<file path="src/hdl/mrm_map.svh">
// register numbers, field positions and codes of the motor register front end
// ----------------------------------------------------------------------------
// ----------------------------------------------------------------------------
`ifndef MRM_MAP_SVH
`define MRM_MAP_SVH
`define MRM_CLASS_REG 16'h0064
`define MRM_MSG_LEN 8'h04
`define MRM_REG_MODE 8'h02
`define MRM_REG_POS_SP 8'h03
`define MRM_REG_VEL 8'h05
`define MRM_REG_ACC 8'h06
`define MRM_REG_TRQ 8'h07
`define MRM_REG_POS_ACT 8'h0a
`define MRM_REG_VEL_ACT 8'h0c
`define MRM_REG_LOAD 8'h10
`define MRM_REG_FERR 8'h14
`define MRM_REG_STATUS 8'h23
`define MRM_REG_CMD 8'hd3
`define MRM_CMD_SAVE 32'h0000_0002
`define MRM_MODE_PASSIVE 32'h0000_0000
`define MRM_MODE_VEL 32'h0000_0001
`define MRM_MODE_POS 32'h0000_0002
`define MRM_ST_INPOS 4
`define MRM_ST_ACCEL 5
`define MRM_ST_DECEL 6
`define MRM_ST_ERR_LSB 8
`define MRM_TRQ_MAX 32'h0000_03ff
`define MRM_TRQ_FULL 10'h3ff
`define MRM_CFG_LAST 3'h4
`define MRM_CFG_MODE 3'h0
`define MRM_CFG_VEL 3'h1
`define MRM_CFG_ACC 3'h2
`define MRM_CFG_TRQ 3'h3
`define MRM_CFG_POS 3'h4
`define MRM_CYC_N 5
`endif

</file>
<file path="src/hdl/mrm_pkg.sv">
// types of the motor register front end
`default_nettype none
`include "mrm_map.svh"
package mrm_pkg;
	typedef enum logic [2:0] {
		ST_LOAD_REQ = 3'b000,
		ST_LOAD_WAIT = 3'b001,
		ST_RUN = 3'b010,
		ST_SAVE_REQ = 3'b011,
		ST_SAVE_WAIT = 3'b100,
		ST_RESET = 3'b101
	} mrm_fsm_t;

	typedef struct packed {
		mrm_fsm_t fsm;
		logic [2:0] idx;
		logic [31:0] mode;
		logic [31:0] vel;
		logic [31:0] acc;
		logic [31:0] trq;
		logic [31:0] pos;
		logic [7:0] err;
		logic rsp_valid;
		logic rsp_error;
		logic [31:0] rsp_data;
		logic [`MRM_CYC_N-1:0][31:0] cyc_rd;
		logic fl_rd;
		logic fl_wr;
		logic [2:0] fl_addr;
		logic [31:0] fl_wdata;
		logic sys_rst;
		logic fwd_valid;
		logic [7:0] fwd_data;
		logic [9:0] trq_out;
	} mrm_top_st_t;

	typedef struct packed {
		logic signed [31:0] pos;
		logic signed [31:0] vel;
		logic signed [31:0] ferr;
		logic en;
		logic inpos;
		logic accel;
		logic decel;
	} mrm_mot_st_t;
endpackage : mrm_pkg
`default_nettype wire

</file>
<file path="src/hdl/mrm_motion_if.sv">
// carrier between the register front end and the motion profiler
`timescale 1ns/1ps
`default_nettype none
interface mrm_motion_if;
	logic enable;
	logic [31:0] mode;
	logic [31:0] vel_sp;
	logic [31:0] acc_sp;
	logic [31:0] pos_sp;
	logic [31:0] pos_act;
	logic [31:0] vel_act;
	logic [31:0] ferr;
	logic in_pos;
	logic accel;
	logic decel;
	logic drive_en;
	modport ctl (output enable, mode, vel_sp, acc_sp, pos_sp,
		input pos_act, vel_act, ferr, in_pos, accel, decel, drive_en);
	modport mot (input enable, mode, vel_sp, acc_sp, pos_sp,
		output pos_act, vel_act, ferr, in_pos, accel, decel, drive_en);
endinterface : mrm_motion_if
`default_nettype wire

</file>
<file path="src/hdl/mrm_motion.sv">
// velocity ramp and position tracking profiler
`timescale 1ns/1ps
`default_nettype none
`include "mrm_map.svh"
module mrm_motion (
	// clock and reset
	input wire logic clk_sys_i,
	input wire logic rstn_i,
	// setpoints in, motion state out
	mrm_motion_if.mot m
);

	mrm_pkg::mrm_mot_st_t q, n;
	logic signed [31:0] tgt, dv, step, perr, vsp, asp, lead;

	function automatic logic signed [31:0] mag(input logic signed [31:0] v);
		mag = (v < 0) ? -v : v;
	endfunction : mag

	// -------------------------------------------------------------------
	// profile step: one sample per clock, setpoints taken as raw counts
	// -------------------------------------------------------------------
	always_comb begin
		n = q;
		vsp = $signed(m.vel_sp); // raw count, no scaling
		asp = $signed(m.acc_sp); // raw count, no scaling
		perr = $signed(m.pos_sp) - q.pos;
		// error left once this sample's motion lands; aiming at perr hunts
		lead = perr - q.vel;
		tgt = '0;
		dv = '0;
		step = '0;
		n.ferr = perr;
		n.en = m.enable; // passive mode de-energizes
		if (!m.enable) begin
			n.vel = '0; // axle free, no stored speed kept
			n.accel = 1'b0;
			n.decel = 1'b0;
			n.inpos = 1'b0;
		end else begin
			if (m.mode == `MRM_MODE_VEL) begin
				tgt = vsp;
			end else if (m.mode == `MRM_MODE_POS) begin
				// clamp toward target so the approach slows on its own
				tgt = (lead > vsp) ? vsp : ((lead < -vsp) ? -vsp : lead);
			end
			dv = tgt - q.vel;
			step = (dv > asp) ? asp : ((dv < -asp) ? -asp : dv);
			n.vel = q.vel + step;
			n.pos = q.pos + q.vel;
			n.accel = mag(n.vel) > mag(q.vel);
			n.decel = mag(n.vel) < mag(q.vel);
			n.inpos = (m.mode == `MRM_MODE_POS) && (n.pos == $signed(m.pos_sp))
				&& (n.vel == 0);
		end
	end

	always_ff @(posedge clk_sys_i or negedge rstn_i) begin
		if (!rstn_i) begin
			q <= '0;
		end else begin
			q <= n;
		end
	end

	// outputs straight from the state flops
	assign m.pos_act = q.pos;
	assign m.vel_act = q.vel;
	assign m.ferr = q.ferr;
	assign m.in_pos = q.inpos;
	assign m.accel = q.accel;
	assign m.decel = q.decel;
	assign m.drive_en = q.en;
endmodule : mrm_motion
`default_nettype wire

</file>
<file path="src/hdl/mrm_top.sv">
// motor register front end: messages, cyclic words, flash set, mode control
`timescale 1ns/1ps
`default_nettype none
`include "mrm_map.svh"
module mrm_top #(
	parameter logic [`MRM_CYC_N*8-1:0] CYC_WR_MAP = 40'h02_0706_0503,
	parameter logic [`MRM_CYC_N*8-1:0] CYC_RD_MAP = 40'h10_140c_230a
) (
	// clock and reset
	input wire logic clk_sys_i,
	input wire logic rstn_i,
	// acyclic message request
	input wire logic msg_valid_i,
	input wire logic msg_write_i,
	input wire logic [15:0] msg_class_i,
	input wire logic [15:0] msg_instance_i,
	input wire logic [7:0] msg_len_i,
	input wire logic [31:0] msg_wdata_i,
	// acyclic message answer
	output logic rsp_valid_o,
	output logic rsp_error_o,
	output logic [31:0] rsp_rdata_o,
	// cyclic assembly words
	input wire logic cyc_wr_valid_i,
	input wire logic [`MRM_CYC_N*32-1:0] cyc_wr_data_i,
	output logic [`MRM_CYC_N*32-1:0] cyc_rd_data_o,
	// drive side
	input wire logic [7:0] fault_i,
	input wire logic [31:0] motor_load_i,
	output logic drive_enable_o,
	output logic [31:0] velocity_cmd_o,
	output logic [9:0] torque_limit_o,
	// configuration flash
	output logic flash_rd_o,
	output logic flash_wr_o,
	output logic [2:0] flash_addr_o,
	output logic [31:0] flash_wdata_o,
	input wire logic [31:0] flash_rdata_i,
	input wire logic flash_ack_i,
	output logic sys_reset_req_o,
	// switch: port one in, port two out
	input wire logic p1_rx_valid_i,
	input wire logic [7:0] p1_rx_data_i,
	input wire logic p1_rx_local_i,
	output logic p2_tx_valid_o,
	output logic [7:0] p2_tx_data_o
);

	mrm_pkg::mrm_top_st_t q, n;
	mrm_motion_if m ();
	logic [31:0] status_w;
	logic [`MRM_CYC_N-1:0][31:0] cyc_rd_w;
	logic msg_ok, msg_hit, msg_save;
	logic [32:0] msg_rd;

	// ---------------------------------------------------------------
	// register helpers
	// ---------------------------------------------------------------
	// read view: bit 32 marks an existing readable register
	function automatic logic [32:0] rd_reg(input logic [7:0] num);
		unique case (num)
			`MRM_REG_MODE: rd_reg = {1'b1, q.mode};
			`MRM_REG_POS_SP: rd_reg = {1'b1, q.pos};
			`MRM_REG_VEL: rd_reg = {1'b1, q.vel};
			`MRM_REG_ACC: rd_reg = {1'b1, q.acc};
			`MRM_REG_TRQ: rd_reg = {1'b1, q.trq};
			`MRM_REG_POS_ACT: rd_reg = {1'b1, m.pos_act};
			`MRM_REG_VEL_ACT: rd_reg = {1'b1, m.vel_act};
			`MRM_REG_LOAD: rd_reg = {1'b1, motor_load_i};
			`MRM_REG_FERR: rd_reg = {1'b1, m.ferr};
			`MRM_REG_STATUS: rd_reg = {1'b1, status_w};
			default: rd_reg = {1'b0, 32'h0000_0000};
		endcase
	endfunction : rd_reg

	function automatic logic is_wr(input logic [7:0] num);
		is_wr = (num == `MRM_REG_MODE) || (num == `MRM_REG_POS_SP)
			|| (num == `MRM_REG_VEL) || (num == `MRM_REG_ACC)
			|| (num == `MRM_REG_TRQ) || (num == `MRM_REG_CMD);
	endfunction : is_wr

	// write into a state copy; the command register only triggers
	function automatic mrm_pkg::mrm_top_st_t wr_reg(
		input mrm_pkg::mrm_top_st_t s, input logic [7:0] num,
		input logic [31:0] v);
		wr_reg = s;
		unique case (num)
			`MRM_REG_MODE: begin
				wr_reg.mode = v; // any mode write also acks the fault cause
				wr_reg.err = 8'h00;
			end
			`MRM_REG_POS_SP: wr_reg.pos = v;
			`MRM_REG_VEL: wr_reg.vel = v;
			`MRM_REG_ACC: wr_reg.acc = v;
			`MRM_REG_TRQ: wr_reg.trq = v;
			`MRM_REG_CMD: begin
				if (v == `MRM_CMD_SAVE) begin
					wr_reg.fsm = mrm_pkg::ST_SAVE_REQ;
					wr_reg.idx = 3'h0;
				end
			end
			default: wr_reg = s;
		endcase
	endfunction : wr_reg

	// flash slot mapping: one fixed set, no banks
	function automatic logic [31:0] get_cfg(input logic [2:0] i);
		unique case (i)
			`MRM_CFG_MODE: get_cfg = q.mode;
			`MRM_CFG_VEL: get_cfg = q.vel;
			`MRM_CFG_ACC: get_cfg = q.acc;
			`MRM_CFG_TRQ: get_cfg = q.trq;
			default: get_cfg = q.pos;
		endcase
	endfunction : get_cfg

	function automatic mrm_pkg::mrm_top_st_t put_cfg(
		input mrm_pkg::mrm_top_st_t s, input logic [2:0] i,
		input logic [31:0] v);
		put_cfg = s;
		unique case (i)
			`MRM_CFG_MODE: put_cfg.mode = v;
			`MRM_CFG_VEL: put_cfg.vel = v;
			`MRM_CFG_ACC: put_cfg.acc = v;
			`MRM_CFG_TRQ: put_cfg.trq = v;
			default: put_cfg.pos = v;
		endcase
	endfunction : put_cfg

	// ---------------------------------------------------------------
	// status word and cyclic read words
	// ---------------------------------------------------------------
	always_comb begin
		status_w = 32'h0000_0000;
		status_w[`MRM_ST_INPOS] = m.in_pos;
		status_w[`MRM_ST_ACCEL] = m.accel;
		status_w[`MRM_ST_DECEL] = m.decel;
		status_w[`MRM_ST_ERR_LSB +: 8] = q.err;
	end

	// a procedure per word, so the helper's internal reads retrigger it
	for (genvar g = 0; g < `MRM_CYC_N; g++) begin : g_cyc
		logic [32:0] rd_w;
		always_comb begin
			rd_w = rd_reg(CYC_RD_MAP[g*8 +: 8]);
		end
		assign cyc_rd_w[g] = rd_w[31:0];
	end

	// message decode: class, length and instance range first
	assign msg_ok = (msg_class_i == `MRM_CLASS_REG)
		&& (msg_len_i == `MRM_MSG_LEN) && (msg_instance_i[15:8] == 8'h00);
	// a procedure, not an assign: an assign would miss register changes
	always_comb begin
		msg_rd = rd_reg(msg_instance_i[7:0]);
	end
	assign msg_hit = msg_ok && (msg_write_i ? is_wr(msg_instance_i[7:0])
		: msg_rd[32]);
	assign msg_save = msg_valid_i && msg_hit && msg_write_i
		&& (msg_instance_i[7:0] == `MRM_REG_CMD)
		&& (msg_wdata_i == `MRM_CMD_SAVE);

	// ---------------------------------------------------------------
	// next state: boot load, run, save, self reset
	// ---------------------------------------------------------------
	always_comb begin
		n = q;
		n.rsp_valid = msg_valid_i; // every message answered next cycle
		n.rsp_error = 1'b1; // busy or refused unless run accepts it
		n.rsp_data = 32'h0000_0000;
		n.sys_rst = 1'b0;
		n.cyc_rd = cyc_rd_w;
		n.fwd_valid = p1_rx_valid_i && !p1_rx_local_i;
		n.fwd_data = p1_rx_data_i;
		n.trq_out = (q.trq > `MRM_TRQ_MAX) ? `MRM_TRQ_FULL : q.trq[9:0];
		unique case (q.fsm)
			mrm_pkg::ST_LOAD_REQ: begin
				n.fl_rd = 1'b1;
				n.fl_addr = q.idx;
				n.fsm = mrm_pkg::ST_LOAD_WAIT;
			end
			mrm_pkg::ST_LOAD_WAIT: begin
				if (flash_ack_i) begin
					n.fl_rd = 1'b0;
					n = put_cfg(n, q.idx, flash_rdata_i);
					n.idx = (q.idx == `MRM_CFG_LAST) ? 3'h0 : q.idx + 3'h1;
					n.fsm = (q.idx == `MRM_CFG_LAST) ? mrm_pkg::ST_RUN
						: mrm_pkg::ST_LOAD_REQ;
				end
			end
			mrm_pkg::ST_RUN: begin
				// cyclic first so a message in the same cycle wins
				if (cyc_wr_valid_i) begin
					for (int i = 0; i < `MRM_CYC_N; i++) begin
						if (is_wr(CYC_WR_MAP[i*8 +: 8])) begin
							n = wr_reg(n, CYC_WR_MAP[i*8 +: 8],
								cyc_wr_data_i[i*32 +: 32]);
						end
					end
				end
				if (msg_valid_i) begin
					n.rsp_error = !msg_hit;
					if (msg_hit && msg_write_i) begin
						n = wr_reg(n, msg_instance_i[7:0], msg_wdata_i);
					end else if (msg_hit) begin
						n.rsp_data = msg_rd[31:0];
					end
				end
			end
			mrm_pkg::ST_SAVE_REQ: begin
				n.fl_wr = 1'b1;
				n.fl_addr = q.idx;
				n.fl_wdata = get_cfg(q.idx);
				n.fsm = mrm_pkg::ST_SAVE_WAIT;
			end
			mrm_pkg::ST_SAVE_WAIT: begin
				if (flash_ack_i) begin
					n.fl_wr = 1'b0;
					n.idx = (q.idx == `MRM_CFG_LAST) ? 3'h0 : q.idx + 3'h1;
					n.fsm = (q.idx == `MRM_CFG_LAST) ? mrm_pkg::ST_RESET
						: mrm_pkg::ST_SAVE_REQ;
				end
			end
			mrm_pkg::ST_RESET: begin
				n.sys_rst = 1'b1;
				n.mode = `MRM_MODE_PASSIVE;
				n.err = 8'h00;
				n.idx = 3'h0;
				n.fsm = mrm_pkg::ST_LOAD_REQ;
			end
			default: begin
				n.fsm = mrm_pkg::ST_LOAD_REQ;
				n.idx = 3'h0;
			end
		endcase
		// fault beats any mode write and any cause clear in this cycle
		n.err = n.err | fault_i;
		if (fault_i != 8'h00) begin
			n.mode = `MRM_MODE_PASSIVE;
		end
	end

	always_ff @(posedge clk_sys_i or negedge rstn_i) begin
		if (!rstn_i) begin
			q <= '0;
		end else begin
			q <= n;
		end
	end

	// ---------------------------------------------------------------
	// profiler and outputs
	// ---------------------------------------------------------------
	// the drive only moves once the stored set is loaded
	assign m.enable = (q.mode != `MRM_MODE_PASSIVE)
		&& (q.fsm == mrm_pkg::ST_RUN);
	assign m.mode = q.mode;
	assign m.vel_sp = q.vel;
	assign m.acc_sp = q.acc;
	assign m.pos_sp = q.pos;

	mrm_motion u_motion (
		.clk_sys_i(clk_sys_i),
		.rstn_i(rstn_i),
		.m(m)
	);

	assign rsp_valid_o = q.rsp_valid;
	assign rsp_error_o = q.rsp_error;
	assign rsp_rdata_o = q.rsp_data;
	assign cyc_rd_data_o = q.cyc_rd;
	assign drive_enable_o = m.drive_en;
	assign velocity_cmd_o = m.vel_act;
	assign torque_limit_o = q.trq_out;
	assign flash_rd_o = q.fl_rd;
	assign flash_wr_o = q.fl_wr;
	assign flash_addr_o = q.fl_addr;
	assign flash_wdata_o = q.fl_wdata;
	assign sys_reset_req_o = q.sys_rst;
	assign p2_tx_valid_o = q.fwd_valid;
	assign p2_tx_data_o = q.fwd_data;
endmodule : mrm_top
`default_nettype wire

</file>
<file path="config.mk">
export PLATFORM = sky130hd
export DESIGN_NAME = mrm_top
export DESIGN_NICKNAME = d
export VERILOG_FILES = /design/src/hdl/mrm_pkg.sv /design/src/hdl/mrm_motion_if.sv /design/src/hdl/mrm_motion.sv /design/src/hdl/mrm_top.sv
export VERILOG_INCLUDE_DIRS = /design/src /design/src/hdl
export SDC_FILE = /design/constraint.sdc
export NUM_CORES = 2
export LEC_CHECK = 0
export ABC_AREA = 1
export BUFFER_PORTS_ARGS = -buffer_cell sky130_fd_sc_hd__clkbuf_2
export CAP_MARGIN = 15
export CORE_AREA = 5 5 339 341
export CTS_CLUSTER_SIZE = 28
export DETAILED_ROUTE_END_ITERATION = 10
export DIE_AREA = 0 0 344 346
export GPL_TIMING_DRIVEN = 0
export PLACE_DENSITY = 0.62
export SETUP_SLACK_MARGIN = 0.5
export SLEW_MARGIN = 20
export SYNTH_ARGS = -nofsm -noshare
export SYNTH_HDL_FRONTEND = slang
export SYNTH_HIERARCHICAL = 1
export SYNTH_SLANG_ARGS = --single-unit
</file>
<file path="constraint.sdc">
create_clock -name clk_sys_i -period 19.4 [get_ports clk_sys_i]
set_clock_uncertainty 0.1 [all_clocks]
set_input_delay 3.88 -clock clk_sys_i [delete_from_list [all_inputs] [get_ports clk_sys_i]]
set_output_delay 3.88 -clock clk_sys_i [all_outputs]
set_load 0.05 [all_outputs]
</file>
Word level (Yosys, flattened, before mapping):

Cells that the tools add are included.

* bits in registers: 525

* add/subtract/negate cells: 10
* magnitude comparators: 9
* eq/ne operators: 34
* muxes and demuxes: 52
* bitwise gates (word level): 3
* reduce and logical (&&, ||, !) cells: 40

Operators by type and width (number)
* $mux 425: 2
* $mux 32: 23
* $mux 419: 1
* $pmux 194 s2: 1
* $pmux 33 s10: 1
* $pmux 128 s2: 1
* $pmux 32 s3: 2
* $mux 176: 1
* $neg 32->32: 4
* $pmux 32 s4: 1
* $gt 32x32->1: 3
* $lt 32x32->1: 3
* $sub 32x32->32: 3
* $add 32x32->32: 2
* $eq 32x2->1 const B: 2
* $lt 32x1->1 const B: 2
* $pmux 19 s2: 1
* $eq 32x1->1 const B: 1
* $eq 32x32->1: 1
* $eq 8x3->1 const B: 4
* $gt 32x10->1 const B: 1
* $logic_not 32->1: 1
* $reduce_bool 32->1: 1
* $pmux 8 s3: 1
* 40 further kinds: 85

Depth between registers and ports, before layout:

* word-level depth: 17
* mapped depth: 107

Hierarchy:

The synthesis kept the hierarchy.

Modules (own cells, without submodules)
* mrm_top: times used 1, cells each 3166, area an instance 23550.1 µm²
* mrm_motion: times used 1, cells each 3058, area an instance 19667.6 µm²

Worst setup path after synthesis:

Ideal clock, no wire load.

* kind: flip-flop to flip-flop
* start: register q, in the netlist m.pos_sp[0]
* end: register u_motion.q, in the netlist u_motion/m.accel
* setup time: 0.072 ns
* arrival: 13.959 ns
* required time: 19.228 ns
* slack: 5.268 ns
* cell stages (with the launch flop): 94
* path buffers: 4
* clock period less this slack: 14.132 ns
* cells stage by stage: dfrtp_1 inv_1 ha_1 fa_1 nand3b_1 nand2_1 a21oi_1 o21ai_1 a21boi_1 o21ai_1 a21boi_1 o21ai_1 a21boi_1 o21ai_1 a21boi_1 o21ai_1 nand2_1 nand4_1 [58 not listed] inv_1 nand2_4 nand2_8 buf_4 nand2_1 nand2_1 ha_1 a21oi_1 o21ai_0 nand3_1 nand2_1 nand2_1 a21oi_1 a211o_1 a221oi_1 xor2_1 nand2_1 nor2_1

RTL lines
* start: declaration: RTL line mrm_top.sv:49 `mrm_pkg::mrm_top_st_t q, n;`
* start signal: assignment: RTL line mrm_top.sv:247 `q <= n;`
* end signal: assignment: RTL line mrm_motion.sv:62 `q <= n;`
* end: declaration: RTL line mrm_motion.sv:13 `mrm_pkg::mrm_mot_st_t q, n;`

==> results.json <==
{
  "fmax_mhz": 55.7,
  "async_reset_ff_share_pct": 100,
  "cts.sinks": 504,
  "power_leakage_uw": 0.0262,
  "nets": 7552,
  "rr_startpoint": "m.pos_sp[0]$_DFFE_PN0P_",
  "powerDensity_nw_per_um2": 219,
  "htreeDepth": 2,
  "rsz0062_at_grt": "false",
  "synth_area_leaders": "dfrtp_1 29%, nand2_1 11%, ha_1 9.2%",
  "synth_flop_cell": "dfrtp_1",
  "grt_pass1_vias": 45923,
  "drv_cap": 0,
  "setup_violations": 0,
  "coreArea_um2": 112000,
  "worst_pin_slew_ns": 1.34,
  "worstSetupEndpointType": "flop",
  "root_buffer": "clkbuf_16",
  "netlist-cell-type-count": 66,
  "crit_type": "flop to flop",
  "drive_above_1_share_pct": 16.4,
  "routedWlPerCell_um": 31.0,
  "period_needed_ns": 17.97,
  "grt_max_degree": 94,
  "cp_max_fo": 10,
  "fillers": 11636,
  "slew_headroom_pct": 10.4,
  "grt_overflow_total": 0,
  "io_pins": 604,
  "wl_met1_um": 110000,
  "dr.pass1.iters": 8,
  "grt_antenna_before_repair": 25,
  "layout_setup_ws_ns": 1.43,
  "cp_data_arrival_time_ns": 18.44,
  "cp_common_cell": "nand2_1",
  "syn-cell-area_um2": 43200,
  "pre_cts_slack_ns": -1.13,
  "yosysWarnings": 6,
  "crit_start": "m.pos_sp[0]$_DFFE_PN0P_",
  "synth.largest_area_cell": "dfrtp_1",
  "via_per_inst": 5.84,
  "hpwl_um": 217000,
  "start_kind": "flop",
  "ir_worst_vdd_mv": 0.238,
  "die_y_um": 346,
  "final_cells": 8463,
  "syn_inst": 6224,
  "synth-edff-count": 0,
  "postLayoutCellArea_um2": 51000,
  "holdCritStartpoint": "cyc_rd_w[46]$_DFF_PN0_",
  "met3_length_um": 31100,
  "num_vias": 49411,
  "path_buf_inv": 10,
  "grt_usage_pct": 42.4,
  "cts_buffers": 60,
  "placed_area_um2": 48400,
  "totalWireLength_um": 262000,
  "synth-seq-cells": 504,
  "wl_met2_um": 105000,
  "syn_area_per_cell_um2": 6.94,
  "clk_pin_slew_ns": 0.07,
  "initial_core_util_pct": 38.7,
  "dieWidth_um": 344,
  "fin_crit_sh_pct": 92.6,
  "ant_nets": 0,
  "hold_viol": 0,
  "clockBufferDepth": 3,
  "cpMaxStageDelayCell": "xnor2_1",
  "crit_family": "simple AND/OR/NAND/NOR gates",
  "cts_tree": "yes",
  "outcome": "complete, no violations",
  "fp-row-count": 123,
  "grt_pass1_wl_um": 358000,
  "areaGrowthSynthToFinish_pct": 18.1,
  "drtIter0Drc": 6504,
  "synth.top_cell.area_share_pct": 29.2,
  "cp_data_required_time_ns": 19.88,
  "gp_congestion": 1.06,
  "synth-seq-area-share_pct": 29.2,
  "die-area_um2": 119000,
  "port_buffers": 581,
  "drcViolationCount": 0,
  "worstHoldPathType": "flop to flop",
  "placed_cells": 8336,
  "cpPeakStageDelay_ns": 0.60,
  "p_total_uw": 11200,
  "insertion_delay_ns": 0.73,
  "slew_viol_final": 0,
  "top_layer": "met5",
  "cts_hold_buf": 0
}
through the flow:
stage | setup TNS [ns] | utilization [%] | hold WS (ns)
floorplan | 0 | - | 0.254
global placement | -2.03 | 43.1 | 0.255
detailed placement | -2.11 | 43.4 | 0.259
CTS | 0 | 45.4 | 0.271
global route | 0 | 45.7 | 0.287
finish | 0 | 45.7 | 0.270
cells by family (layout without fill, tap and decap cells):
logic type	count (synthesis)	count (layout)	share of synthesized area, %
AOI/OAI and AO/OA	1218	1218	16.3
xor gates and xnor gates	252	252	5.22
adders and majority gates	324	324	9.47
buffers and inverters	1158	1872	12.5
DFF	504	504	29.2
muxes	18	18	0.417
other	1	26	0.00868
and+or+nand+nor	2749	2749	26.9
synthesized netlist by cell type (all sizes together), types with 9 or more instances:
library cell,n
a21oi,521
or2,9
o211ai,48
buf,317
clkbuf,169
nor2,731
o21ai,294
nor3,61
nand3,499
o21a,10
nand2,1317
ha,319
nor4,33
o21bai,27
a21boi,73
nand3b,13
nand4,79
xnor2,51
a221oi,39
a21o,18
dfrtp,504
o22ai,94
a211oi,10
xor2,199
inv,666
o221ai,22
mux2i,18
a31oi,40
layout by cell type, fill, tap and decap left out, drive strengths merged, types with 3 or more instances in the layout:
cell / instances
clkinv: 18
a31oi: 40
ha: 319
o21bai: 27
nor4: 33
nand3b: 13
and3: 3
mux2i: 18
xor2: 199
bufinv: 8
xnor2: 51
a211oi: 10
diode: 5
a21oi: 521
nor3: 61
nand3: 499
inv: 667
a221oi: 39
nand4: 79
o21ai: 294
clkbuf: 832
or2: 9
o211ai: 48
dfrtp: 504
conb: 21
nor2: 731
a22oi: 7
clkinvlp: 9
o22ai: 94
a21o: 18
o221ai: 22
a21boi: 73
o21a: 10
o31ai: 4
buf: 338
nand2: 1317
fa: 5
and2: 3
flip-flops by register name (all words and copies together) (netlist names), 3 cells and up:
name,count
q,38
u_motion/m.ferr,32
cyc_rd_data_o,139
flash_wdata_o,32
u_motion/m.pos_act,32
m.mode,32
cyc_rd_w,8
m.pos_sp,32
m.acc_sp,32
rsp_rdata_o,32
p2_tx_data_o,8
m.vel_sp,32
u_motion/m.vel_act,32
flash_addr_o,3
torque_limit_o,10
area by class of cell:
class / instances / area, µm² / area share, %
Tap cell: 1500 / 1880 / 3.68
Buffer: 486 / 2930 / 5.73
Inverter: 672 / 2520 / 4.95
Clock buffer: 82 / 1670 / 3.28
Antenna cell: 5 / 12.5 / 0.0245
Timing Repair Buffer: 602 / 3270 / 6.40
Clock inverter: 30 / 459 / 0.900
Multi-Input combinational cell: 4582 / 25700 / 50.3
Sequential cell: 504 / 12600 / 24.7
final timing paths:
path | endpoint | slack, ns | depth (start not counted)
setup reg to reg | u_motion/m.accel$_DFF_PN0_ | 1.43 | 92
hold / removal | cyc_rd_data_o[46]$_DFF_PN0_ | 0.27 | 0
hold reg to reg | cyc_rd_data_o[46]$_DFF_PN0_ | 0.27 | 0
max in group asynchronous | u_motion/m.vel_act[25]$_DFF_PN0_ | 14.21 | 5
min in group asynchronous | rsp_valid_o$_DFF_PN0_ | 2.97 | 1
setup / recovery | u_motion/m.accel$_DFF_PN0_ | 1.43 | 92
routing by layer:
metal / track usage, % / vias up
met5: 0 / -
met4: 19.8 / 20
met3: 12.1 / 572
met2: 59.6 / 3117
met1: 59.8 / 23913
li1: - / 21789
power by group:
part           switching, µW  internal (µW)  total (µW)
sequential               533           1310        1850
combinational           5590           2460        8050
clock                    545            715        1260
worst reg2reg max path: cells and delay by family, from the launching register on:
| kind | cells | cell delay, ns |
|---|---|---|
| compound gates | 29 | 5.35 |
| buf+inv | 10 | 1.68 |
| simple gates | 41 | 6.09 |
| flops | 1 | 0.50 |
| xor+xnor | 4 | 1.22 |
| fa+ha+maj | 8 | 2.83 |
timing repair:
item,in CTS,in global routing
setup endpoints to repair,2,2
gates resized for setup,20,74
buffers inserted,3,6
pin swaps,3,7
Power figures use the tool's default switching activity.
